## config.mk

```make
export PLATFORM = sky130hd
export DESIGN_NAME = cqa_top
export DESIGN_NICKNAME = d
export VERILOG_FILES = /design/src/core/cqa_pkg.sv /design/src/core/cqa_top.sv
export VERILOG_INCLUDE_DIRS = /design/src /design/src/core
export SDC_FILE = /design/constraint.sdc
export NUM_CORES = 1
export LEC_CHECK = 0
export BUFFER_PORTS_ARGS = -buffer_cell sky130_fd_sc_hd__buf_2
export CAP_MARGIN = 20
export CORE_ASPECT_RATIO = 1.5
export CORE_MARGIN = 1.5
export CORE_UTILIZATION = 55
export CTS_CLUSTER_DIAMETER = 40
export CTS_CLUSTER_SIZE = 14
export DETAILED_ROUTE_END_ITERATION = 7
export GPL_ROUTABILITY_DRIVEN = 0
export PLACE_DENSITY = 0.91
export SLEW_MARGIN = 30
export SYNTH_ARGS = -nofsm -noshare
export SYNTH_HDL_FRONTEND = slang
export SYNTH_SLANG_ARGS = --single-unit
```

## constraint.sdc

```tcl
create_clock -name clk -period 5.3 [get_ports clk]
set_input_delay 0 -clock clk [delete_from_list [all_inputs] [get_ports clk]]
set_output_delay 0 -clock clk [all_outputs]
set_load 0.01 [all_outputs]
```

## src/core/cqa_regs.svh

```systemverilog
// Register offsets, field positions and reset values of the compare A and action block
`ifndef CQA_REGS_SVH
`define CQA_REGS_SVH

`define CQA_OFF_COMBINED 8'h00
`define CQA_OFF_COARSE 8'h04
`define CQA_OFF_FINE 8'h08
`define CQA_OFF_ALIAS 8'h0c
`define CQA_OFF_FINE_ALIAS 8'h10
`define CQA_OFF_CONTROL 8'h14
`define CQA_OFF_ACTION 8'h18

`define CQA_FINE_MSB 15
`define CQA_FINE_LSB 8
`define CQA_COMB_COARSE_MSB 31
`define CQA_COMB_COARSE_LSB 16
`define CQA_CTL_PENDING_BIT 8
`define CQA_CTL_DIRECT_BIT 4
`define CQA_CTL_LOAD_MSB 1
`define CQA_CTL_LOAD_LSB 0
`define CQA_ACT_MSB 11
`define CQA_ACT_FIELDS 6

`define CQA_RST_COARSE 16'h0000
`define CQA_RST_FINE 8'h00
`define CQA_RST_ACTION 12'h000
`define CQA_RST_LOAD 2'h0
`define CQA_RST_DIRECT 1'h0
`define CQA_RST_PENDING 1'h0
`define CQA_RST_PWM 1'h0
`define CQA_RST_RDATA 32'h0000_0000

`endif

```

## src/core/cqa_pkg.sv

```systemverilog
// Types of the compare A and output A action block
package cqa_pkg;

   typedef enum logic [1:0] {
      CQA_ACT_NONE,
      CQA_ACT_LOW,
      CQA_ACT_HIGH,
      CQA_ACT_TOGGLE
   } cqa_act_t;

   typedef enum logic [1:0] {
      CQA_LD_ZERO,
      CQA_LD_PERIOD,
      CQA_LD_EITHER,
      CQA_LD_FREEZE
   } cqa_load_t;

   typedef struct packed {
      logic [15:0] a_shadow;
      logic [15:0] a_active;
      logic [7:0] f_shadow;
      logic [7:0] f_active;
      logic direct;
      cqa_load_t load_sel;
      logic pending;
      logic [11:0] action;
      logic pwm;
      logic [31:0] rdata;
   } cqa_state_t;

endpackage : cqa_pkg

```

## src/core/cqa_top.sv

```systemverilog
// Compare A register access paths and output A action qualifier
//
// Operation
// - Fine compare A part sits in bits 15 to 8 of compare_a_fine.
// - Coarse and fine parts are read or written together in one word.
// - Fine part shadowing follows compare_a_direct_mode like the coarse part.
// - Alias reaches the same compare A value but reads back the active value.
// - Shadow mode: alias writes go to shadow, reads active, load on chosen event.
// - Direct mode: shadow bypassed, alias writes go straight to the active value.
// - Fine alias writes behave exactly like fine register writes.
// - Fine alias reads are indeterminate; software must not rely on them.
// - Fine alias writes are shadowed unless direct mode is selected.
// - Bits 11 to 10 act on compare B match while counting down.
// - Bits 9 to 8 act on compare B match while counting up.
// - Bits 7 to 6 act on compare A match while counting down.
// - Bits 5 to 4 act on compare A match while counting up.
// - Bits 3 to 2 act when the counter equals the period.
// - Bits 1 to 0 act when the counter equals zero.
// - Action codes: keep, drive low, drive high, invert.
// - In up-down counting a period match counts as counting down.
// - In up-down counting a zero match counts as counting up.
// - Load select: zero, period, either, or frozen.
// - Pending flag set by combined or coarse writes, not by fine writes.
// - Pending flag clears when the shadow is loaded into the active value.

`include "cqa_regs.svh"

module cqa_top
   import cqa_pkg::*;
(
   input wire logic clk,
   input wire logic rst,
   input wire logic [7:0] reg_addr,
   input wire logic [31:0] reg_wdata,
   input wire logic reg_wr,
   input wire logic reg_rd,
   output logic [31:0] reg_rdata,
   input wire logic [15:0] base_counter,
   input wire logic [15:0] base_period,
   input wire logic count_up,
   input wire logic updown_mode,
   input wire logic [15:0] compare_b_active,
   output logic [15:0] compare_a_active,
   output logic [7:0] compare_a_fine_active,
   output logic pwm_out_a
);

   cqa_state_t s_r;
   cqa_state_t s_nxt;

   logic at_zero;
   logic at_period;
   logic dir_up;
   logic a_match;
   logic b_match;
   logic load_evt;
   logic [5:0] events;
   cqa_act_t act_sel;
   logic wr_coarse;
   logic wr_fine;
   logic [15:0] coarse_val;
   logic [7:0] fine_val;
   logic [31:0] read_val;

   // Next level of the output for one action code
   function automatic logic act_level(input logic lvl, input cqa_act_t act);
      logic res;
      res = lvl;
      unique case (act)
         CQA_ACT_NONE: begin
            res = lvl;
         end
         CQA_ACT_LOW: begin
            res = 1'b0;
         end
         CQA_ACT_HIGH: begin
            res = 1'b1;
         end
         CQA_ACT_TOGGLE: begin
            res = ~lvl;
         end
      endcase
      return res;
   endfunction : act_level

   // Places the fine part in its upper-byte position
   function automatic logic [15:0] fine_word(input logic [7:0] f);
      return {f, 8'h00};
   endfunction : fine_word

   always_comb begin
      s_nxt = s_r;
      wr_coarse = 1'b0;
      wr_fine = 1'b0;
      coarse_val = reg_wdata[15:0];
      fine_val = reg_wdata[`CQA_FINE_MSB:`CQA_FINE_LSB];
      read_val = 32'h0000_0000;
      act_sel = CQA_ACT_NONE;

      // Time-base events
      at_zero = (base_counter == 16'h0000);
      at_period = (base_counter == base_period);
      a_match = (base_counter == s_r.a_active);
      b_match = (base_counter == compare_b_active);
      dir_up = count_up;
      if (updown_mode && at_period) begin
         dir_up = 1'b0;
      end
      if (updown_mode && at_zero) begin
         dir_up = 1'b1;
      end

      // Shadow load strobe
      load_evt = 1'b0;
      unique case (s_r.load_sel)
         CQA_LD_ZERO: begin
            load_evt = at_zero;
         end
         CQA_LD_PERIOD: begin
            load_evt = at_period;
         end
         CQA_LD_EITHER: begin
            load_evt = at_zero | at_period;
         end
         CQA_LD_FREEZE: begin
            load_evt = 1'b0;
         end
      endcase
      if (!s_r.direct && load_evt) begin
         s_nxt.a_active = s_r.a_shadow;
         s_nxt.f_active = s_r.f_shadow;
         s_nxt.pending = 1'b0;
      end

      // Register writes
      if (reg_wr) begin
         unique case (reg_addr)
            `CQA_OFF_COMBINED: begin
               coarse_val = reg_wdata[`CQA_COMB_COARSE_MSB:`CQA_COMB_COARSE_LSB];
               wr_coarse = 1'b1;
               wr_fine = 1'b1;
            end
            `CQA_OFF_COARSE: begin
               wr_coarse = 1'b1;
            end
            `CQA_OFF_FINE: begin
               wr_fine = 1'b1;
            end
            `CQA_OFF_ALIAS: begin
               wr_coarse = 1'b1;
            end
            `CQA_OFF_FINE_ALIAS: begin
               wr_fine = 1'b1;
            end
            `CQA_OFF_CONTROL: begin
               s_nxt.direct = reg_wdata[`CQA_CTL_DIRECT_BIT];
               s_nxt.load_sel = cqa_load_t'(reg_wdata[`CQA_CTL_LOAD_MSB:`CQA_CTL_LOAD_LSB]);
            end
            `CQA_OFF_ACTION: begin
               s_nxt.action = reg_wdata[`CQA_ACT_MSB:0];
            end
            default: begin
               s_nxt.action = s_nxt.action;
            end
         endcase
      end

      // Coarse write target; a write in the load cycle wins the flag
      if (wr_coarse) begin
         if (s_r.direct) begin
            s_nxt.a_active = coarse_val;
         end else begin
            s_nxt.a_shadow = coarse_val;
            s_nxt.pending = 1'b1;
         end
      end

      // Fine write target; leaves the flag alone
      if (wr_fine) begin
         if (s_r.direct) begin
            s_nxt.f_active = fine_val;
         end else begin
            s_nxt.f_shadow = fine_val;
         end
      end

      // Register reads, data valid in the following cycle only
      if (reg_rd) begin
         unique case (reg_addr)
            `CQA_OFF_COMBINED: begin
               if (s_r.direct) begin
                  read_val = {s_r.a_active, fine_word(s_r.f_active)};
               end else begin
                  read_val = {s_r.a_shadow, fine_word(s_r.f_shadow)};
               end
            end
            `CQA_OFF_COARSE: begin
               if (s_r.direct) begin
                  read_val = {16'h0000, s_r.a_active};
               end else begin
                  read_val = {16'h0000, s_r.a_shadow};
               end
            end
            `CQA_OFF_FINE: begin
               if (s_r.direct) begin
                  read_val = {16'h0000, fine_word(s_r.f_active)};
               end else begin
                  read_val = {16'h0000, fine_word(s_r.f_shadow)};
               end
            end
            `CQA_OFF_ALIAS: begin
               read_val = {16'h0000, s_r.a_active};
            end
            `CQA_OFF_FINE_ALIAS: begin
               read_val = 32'h0000_0000;
            end
            `CQA_OFF_CONTROL: begin
               read_val[`CQA_CTL_PENDING_BIT] = s_r.pending;
               read_val[`CQA_CTL_DIRECT_BIT] = s_r.direct;
               read_val[`CQA_CTL_LOAD_MSB:`CQA_CTL_LOAD_LSB] = s_r.load_sel;
            end
            `CQA_OFF_ACTION: begin
               read_val = {20'h00000, s_r.action};
            end
            default: begin
               read_val = 32'h0000_0000;
            end
         endcase
      end
      s_nxt.rdata = read_val;

      // Event vector, index i steers action field i
      events[0] = at_zero;
      events[1] = at_period;
      events[2] = a_match & dir_up;
      events[3] = a_match & ~dir_up;
      events[4] = b_match & dir_up;
      events[5] = b_match & ~dir_up;

      // Lowest enabled field wins when events coincide; a disabled field never blocks
      for (int i = `CQA_ACT_FIELDS - 1; i >= 0; i--) begin
         if (events[i] && (s_r.action[2*i +: 2] != 2'h0)) begin
            act_sel = cqa_act_t'(s_r.action[2*i +: 2]);
         end
      end
      s_nxt.pwm = act_level(s_r.pwm, act_sel);
   end

   always_ff @(posedge clk or posedge rst) begin
      if (rst) begin
         s_r.a_shadow <= `CQA_RST_COARSE;
         s_r.a_active <= `CQA_RST_COARSE;
         s_r.f_shadow <= `CQA_RST_FINE;
         s_r.f_active <= `CQA_RST_FINE;
         s_r.direct <= `CQA_RST_DIRECT;
         s_r.load_sel <= CQA_LD_ZERO;
         s_r.pending <= `CQA_RST_PENDING;
         s_r.action <= `CQA_RST_ACTION;
         s_r.pwm <= `CQA_RST_PWM;
         s_r.rdata <= `CQA_RST_RDATA;
      end else begin
         s_r <= s_nxt;
      end
   end

   assign reg_rdata = s_r.rdata;
   assign compare_a_active = s_r.a_active;
   assign compare_a_fine_active = s_r.f_active;
   assign pwm_out_a = s_r.pwm;

endmodule : cqa_top

```

==> results of run 1 <==
layout by cell type (no fill, tap or decap), types with 7 or more instances in the layout:
cell type / netlist / routed
nand3_1: 7 / 7
nor2_1: 52 / 51
buf_2: 1 / 150
nand2b_1: 9 / 9
nand4_1: 14 / 14
a21oi_1: 49 / 49
inv_1: 18 / 17
mux2_2: 23 / 23
nor2b_1: 12 / 12
a211oi_1: 10 / 10
xnor2_1: 48 / 48
clkbuf_16: 0 / 9
a221oi_1: 13 / 13
o22ai_1: 7 / 7
mux2i_1: 54 / 54
nand2_1: 31 / 31
dfrtp_1: 97 / 96
dlygate4sd3_1: 0 / 19
logic make-up (layout without fill, tap and decap cells):
group	after synthesis	in the layout	synth area share, %
xor gates and xnor gates	48	48	7.45
and+or+nand+nor	147	147	13.1
AOI/OAI and AO/OA	103	103	11.7
buffers and inverters	98	206	10.5
muxes	77	77	14.2
DFF	97	97	43.0
per-layer routing:
layer / vias to the layer above / share of wire (%)
li1: 2159 / -
met1: 2369 / 35
met2: 301 / 52
met3: 62 / 7.2
met4: 0 / 5.2
met5: - / 0
worst max-delay path: cells and delay by family (launching register included):
kind / cells / cell delay, ps
DFF: 1 / 470
xor gates and xnor gates: 1 / 300
AOI/OAI and AO/OA: 4 / 850
and+or+nand+nor: 2 / 930
registers in the layout (all words and copies together), names as in the netlist:
signal                 cells
s_r                       40
reg_rdata                 32
compare_a_fine_active      8
compare_a_active          16
pwm_out_a                  1
final timing paths:
| path | startpoint | slack, ps | to |
|---|---|---|---|
| max in group asynchronous | rst | 4060 | s_r[48] |
| worst max-delay path | compare_a_active[14] | 2660 | pwm_out_a |
| worst min-delay path | reg_wdata[28] | 6 | s_r[93] |
| worst max register to register | compare_a_active[14] | 2660 | pwm_out_a |
| min in group asynchronous | rst | 210 | reg_rdata[15] |
| worst min register to register | s_r[45] | 480 | s_r[45] |
cells in the mapped netlist, types with 4 or more instances:
cell and count:
a211oi_1 10, a21oi_1 49, a221oi_1 13, and2_1 4
buf_1 5, buf_4 56, clkbuf_1 16, dfrtp_1 97
inv_1 18, mux2_2 23, mux2i_1 54, nand2_1 31
nand2b_1 9, nand3_1 7, nand4_1 14, nor2_1 52
nor2b_1 12, nor4_1 6, o21ai_0 6, o221ai_1 5
o22ai_1 7, xnor2_1 48
per-stage QoR:
stage / utilization [%] / hold WS (ps) / instances
3_3_place_gp: 60.0 / -4.71 / 760
4_1_cts: 65.0 / 3.89 / 795
6_report: 65.1 / 5.94 / 795
2_1_floorplan: - / 138 / 570
5_1_grt: 65.1 / 22.4 / 795
3_5_place_dp: 60.0 / 15.9 / 760
power by group:
group,total [mW],switching (mW),internal (mW),leakage [nW]
registers,0.905,0.0980,0.807,1.32
logic,0.357,0.183,0.174,1.73
clock network,0.668,0.265,0.404,0.153
total,1.93,0.545,1.39,3.20
repair_timing:
item                      in CTS  in global routing
hold endpoints to repair      57                  0
hold buffers                  19                  0
gates resized for setup        0                  0
final cells by class:
cell class	instances	area (sq um)	area share, %
Clock inverter	2	35.0	0.534
Sequential cell	97	2430	37.1
Inverter	18	68.8	1.05
Timing Repair Buffer	172	967	14.7
Multi-Input combinational cell	375	2640	40.2
Tap cell	117	146	2.23
Clock buffer	14	274	4.18
==> flow_summary.toml, run 1 <==
[grt]
met2_usage_pct = 51.3
grt_usage_pct = 29.5
grt_pass1_vias = 4879
use_met3_pct = 5.56
overflow = 0
use_met1_pct = 32.1
grt_pass1_wl_mm = 24.5
grt_max_degree = 73
grt_antenna_before_repair = 0
gr-max-usage-layer = "met2"

[cells_and_area]
final_layout_size_suffix_gt1_share_pct = 29.4
num_antenna_cells = 0
final_area_sq_mm = 0.00656
syn2layout_area_growth_pct = 16.2
fill_cells = 750
nets = 767

[clocking]
post-cts-setup-buffer-count = 0
clock-root-buffer = "clkbuf_16"
clk_latency_ps = 350
cts_buffers = 9
clk_path_buf_depth = 2
cts_tree = "done"
htreeDepth = 3
cts.clk_slew.worst_paths_ps = 60
cts.sink_count = 97

[timing]
rsz0062_at_grt = "false"
fin_skew_ps = 7.48
finalMaxSlewViolations = 0
min_period_ps = 2640
setup_slack_ps = 2660
maxSlewHeadroom_pct = 35.3
worst_pin_slew_ps = 968
hold_violations = 0
setup_tns_ps = 0
clock.fmax_ghz = 0.379
setup_violations = 0
period_share_pct = 49.7

[synthesis]
ys_types = 45
synth.top_cell.area_share_pct = 43.0
yosys.area.top_type = "dfrtp_1"
synthesis.area_sq_mm = 0.00564
synth-seq-area-share_pct = 43.0
synthArstFlopShare_pct = 100
synth_nets = 664
avgSynthCellArea_sq_um = 9.90
synth_ff_type = "dfrtp_1"
yosys-top-cells-area = "dfrtp_1 43%, mux2i_1 9.6%, buf_4 7.4%"
synth_edf_count = 0
synth_warnings = 0
synthCells = 570
ys_seq_elements = 97

[worst_setup_path]
crit_path_cell_trace = "xnor2_1 -> nand4_1 -> nor4_1 -> o21ai_0 -> a21oi_1 -> o211ai_1 -> a32oi_1"
worstRegToRegCells = 7
end_kind = "register"
arrival_ps = 2890
critPathSlowestCell = "nor4_1"
cp-start-kind = "register"
critPathKind = "reg2reg"
cpPeakStageDelay_ps = 790
worstPathRequired_ps = 5560
cp_max_fo = 6

[placed_design]
placed_area_sq_mm = 0.00605
dp_worst_setup_slack_ps = 2650
portBuffers = 150
post-dp-hpwl_mm = 11.5

[detailed_routing]
finalWirelength_mm = 15.9
drc = 0
via_per_inst = 6.15
ant_nets = 0
drtIter0Drc = 518
wl_per_cell_microns = 20.0
vias = 4891
drtPass1Iterations = 7

[die]
fp-row-count = 45
io_pins = 151
die_x_microns = 85.7
initial_utilization_pct = 56.0
core_sq_mm = 0.0101
dieHeight_microns = 127
dieArea_sq_mm = 0.0109

[run_status]
status = "completed"

[power_and_ir_drop]
finalPower_mw = 1.93
ir_worst_vdd_mv = 0.218
p_leak_nw = 3.20
powerDensity_mw_per_mm2 = 294

[hold_path]
min_path_cells = 3
hold_class = "in2reg"

[flow_run]
cap_violations = 0
(Power assumes the default switching activity.)
==> run 2: changes to the inputs <==
Settings changed: CORE_UTILIZATION 55 to 48, PLACE_DENSITY 0.91 to 0.85.
Clock period 5.3 ns to 2.35 ns, I/O delays scaled along.
==> flow_summary.toml, run 2 (synthesis results as in run 1) <==
[placed_design]
post-dp-hpwl_mm = 12.3
dp.cells = 813
placed_area_sq_mm = 0.00625
portBuffers = 150
dp_worst_setup_slack_ps = 89.2

[clocking]
clk_path_buf_depth = 2
cts_tree = "done"
htreeDepth = 3
clock-root-buffer = "clkbuf_16"
clk_latency_ps = 350
cts_buffers = 9
cts.clk_slew.worst_paths_ps = 70
cts.sink_count = 97

[grt]
grt_max_degree = 53
grt_pass1_wl_mm = 25.7
grt_usage_pct = 26.7
grt_pass1_vias = 5091
grt_antenna_before_repair = 0
overflow = 0

[worst_setup_path]
arrival_ps = 2300
worstPathRequired_ps = 2610
cpPeakStageDelay_ps = 470
crit_path_cell_trace = "xnor2_1 -> nand4_1 -> nor4_1 -> buf_4 -> o21ai_0 -> a21oi_1 -> o211ai_1 -> a32oi_1"
critical_path.startpoint = "compare_a_active[14]"
rrSetupSlack_ps = 310
crit_end = "pwm_out_a"
critPathKind = "reg2reg"
cp-start-kind = "register"
r2r-start = "compare_a_active[14]"
worstRegToRegCells = 8
end_kind = "register"
r2r_end = "pwm_out_a"
cp_max_fo = 6
critPathSlowestCell = "dfrtp_1"

[timing]
finalMaxSlewViolations = 0
rsz0062_at_grt = "false"
fin_skew_ps = 8.18
min_period_ps = 2040
hold_violations = 0
clock.fmax_ghz = 0.489
setup_violations = 0
period_share_pct = 87.0
setup_tns_ps = 0
setup_slack_ps = 307
worst_pin_slew_ps = 633
maxSlewHeadroom_pct = 57.7

[cells_and_area]
fill_cells = 950
finalNonFillerCells = 845
nets = 785
syn2layout_area_growth_pct = 19.4
final_area_sq_mm = 0.00674
mostFrequentLayoutCells = "150 x buf_2, 96 x dfrtp_1, 54 x mux2i_1, 51 x nor2_1, 49 x a21oi_1"
largest_reg_flops = 40
final_layout_size_suffix_gt1_share_pct = 31.5
num_antenna_cells = 0
largest-register = "s_r"
final_common_cell = "buf_2"

[detailed_routing]
drc = 0
wl_per_cell_microns = 19.3
drtPass1Iterations = 5
via_per_inst = 5.81
drtIter0Drc = 526
ant_nets = 0
finalWirelength_mm = 16.3
vias = 4906

[power_and_ir_drop]
p_sw_mw = 1.24
p_leak_nw = 3.30
combPwrFrac_pct = 18.9
seqPwrFrac_pct = 45.5
powerDensity_mw_per_mm2 = 656
switching_share_pct = 28.1
p_int_mw = 3.18
pwr-share-clk_pct = 35.6
ir_worst_vdd_mv = 0.372

[run_status]
status = "completed"

[die]
io_pins = 151
die_x_microns = 91.5
fp-row-count = 48
dieHeight_microns = 136
initial_utilization_pct = 49.2
core_sq_mm = 0.0115
dieArea_sq_mm = 0.0124

[flow_run]
cap_violations = 0

[hold_path]
hold_class = "in2reg"
-- run 2: metal layers --
layer  GRT usage [%]  wire (microns)
met1            28.6            5740
met2            47.0            8310
met3            5.11            1160
met4            18.5            1070
met5               0               0
-- run 2: power by group through the flow --
stage | clock (mW) | sequential [mW] | combinational, mW
after floorplan | 0 | 1.97 | 0.586
after global placement | 0 | 2.02 | 0.764
after detailed placement | 0 | 2.03 | 0.799
after CTS | 1.58 | 2.00 | 0.832
after global routing | 1.65 | 2.03 | 0.905
final | 1.57 | 2.01 | 0.835
-- run 2: worst min path at each step --
stage | start | slack (ps) | endpoint | cells after the start
5_1_grt | reg_wdata[30] | 10 | s_r[95] | 3
6_report | reg_wdata[30] | 20 | s_r[95] | 3
3_3_place_gp | rst | 50 | reg_rdata[7] | 2
3_5_place_dp | rst | 60 | reg_rdata[5] | 2
2_1_floorplan | reg_rd | 140 | reg_rdata[0] | 1
4_1_cts | reg_wdata[30] | 6 | s_r[95] | 3
-- run 2: critical path, delay by kind of cell, from the launching register on --
family | cells | cell delay (ps)
compound gates | 4 | 560
flops | 1 | 470
simple gates | 2 | 430
xor+xnor | 1 | 280
buf+inv | 1 | 210
-- run 2: timing repair --
item / 4_1_cts / 5_1_grt
endpoints found under the hold margin: 50 / 0
setup buffers: 0 / 0
hold buffers: 17 / 0
gates resized for setup: 0 / 0
-- run 2: stage by stage --
| step | hold slack (ps) | util (%) | power [mW] |
|---|---|---|---|
| final | 19.6 | 58.7 | 4.42 |
| after global routing | 12.4 | 58.7 | 4.58 |
| after CTS | 6.05 | 58.7 | 4.42 |
| after global placement | 46.9 | 54.5 | 2.79 |
| after detailed placement | 63.3 | 54.5 | 2.83 |
| after floorplan | 138 | - | 2.56 |
-- run 2: layout make-up --
type	count	area, sq um	area share, %
Clock buffer	10	239	3.55
Clock inverter	5	78.8	1.17
Inverter	18	71.3	1.06
Multi-Input combinational cell	375	2630	39.0
Sequential cell	97	2430	36.1
Tap cell	150	188	2.79
Timing Repair Buffer	190	1110	16.4
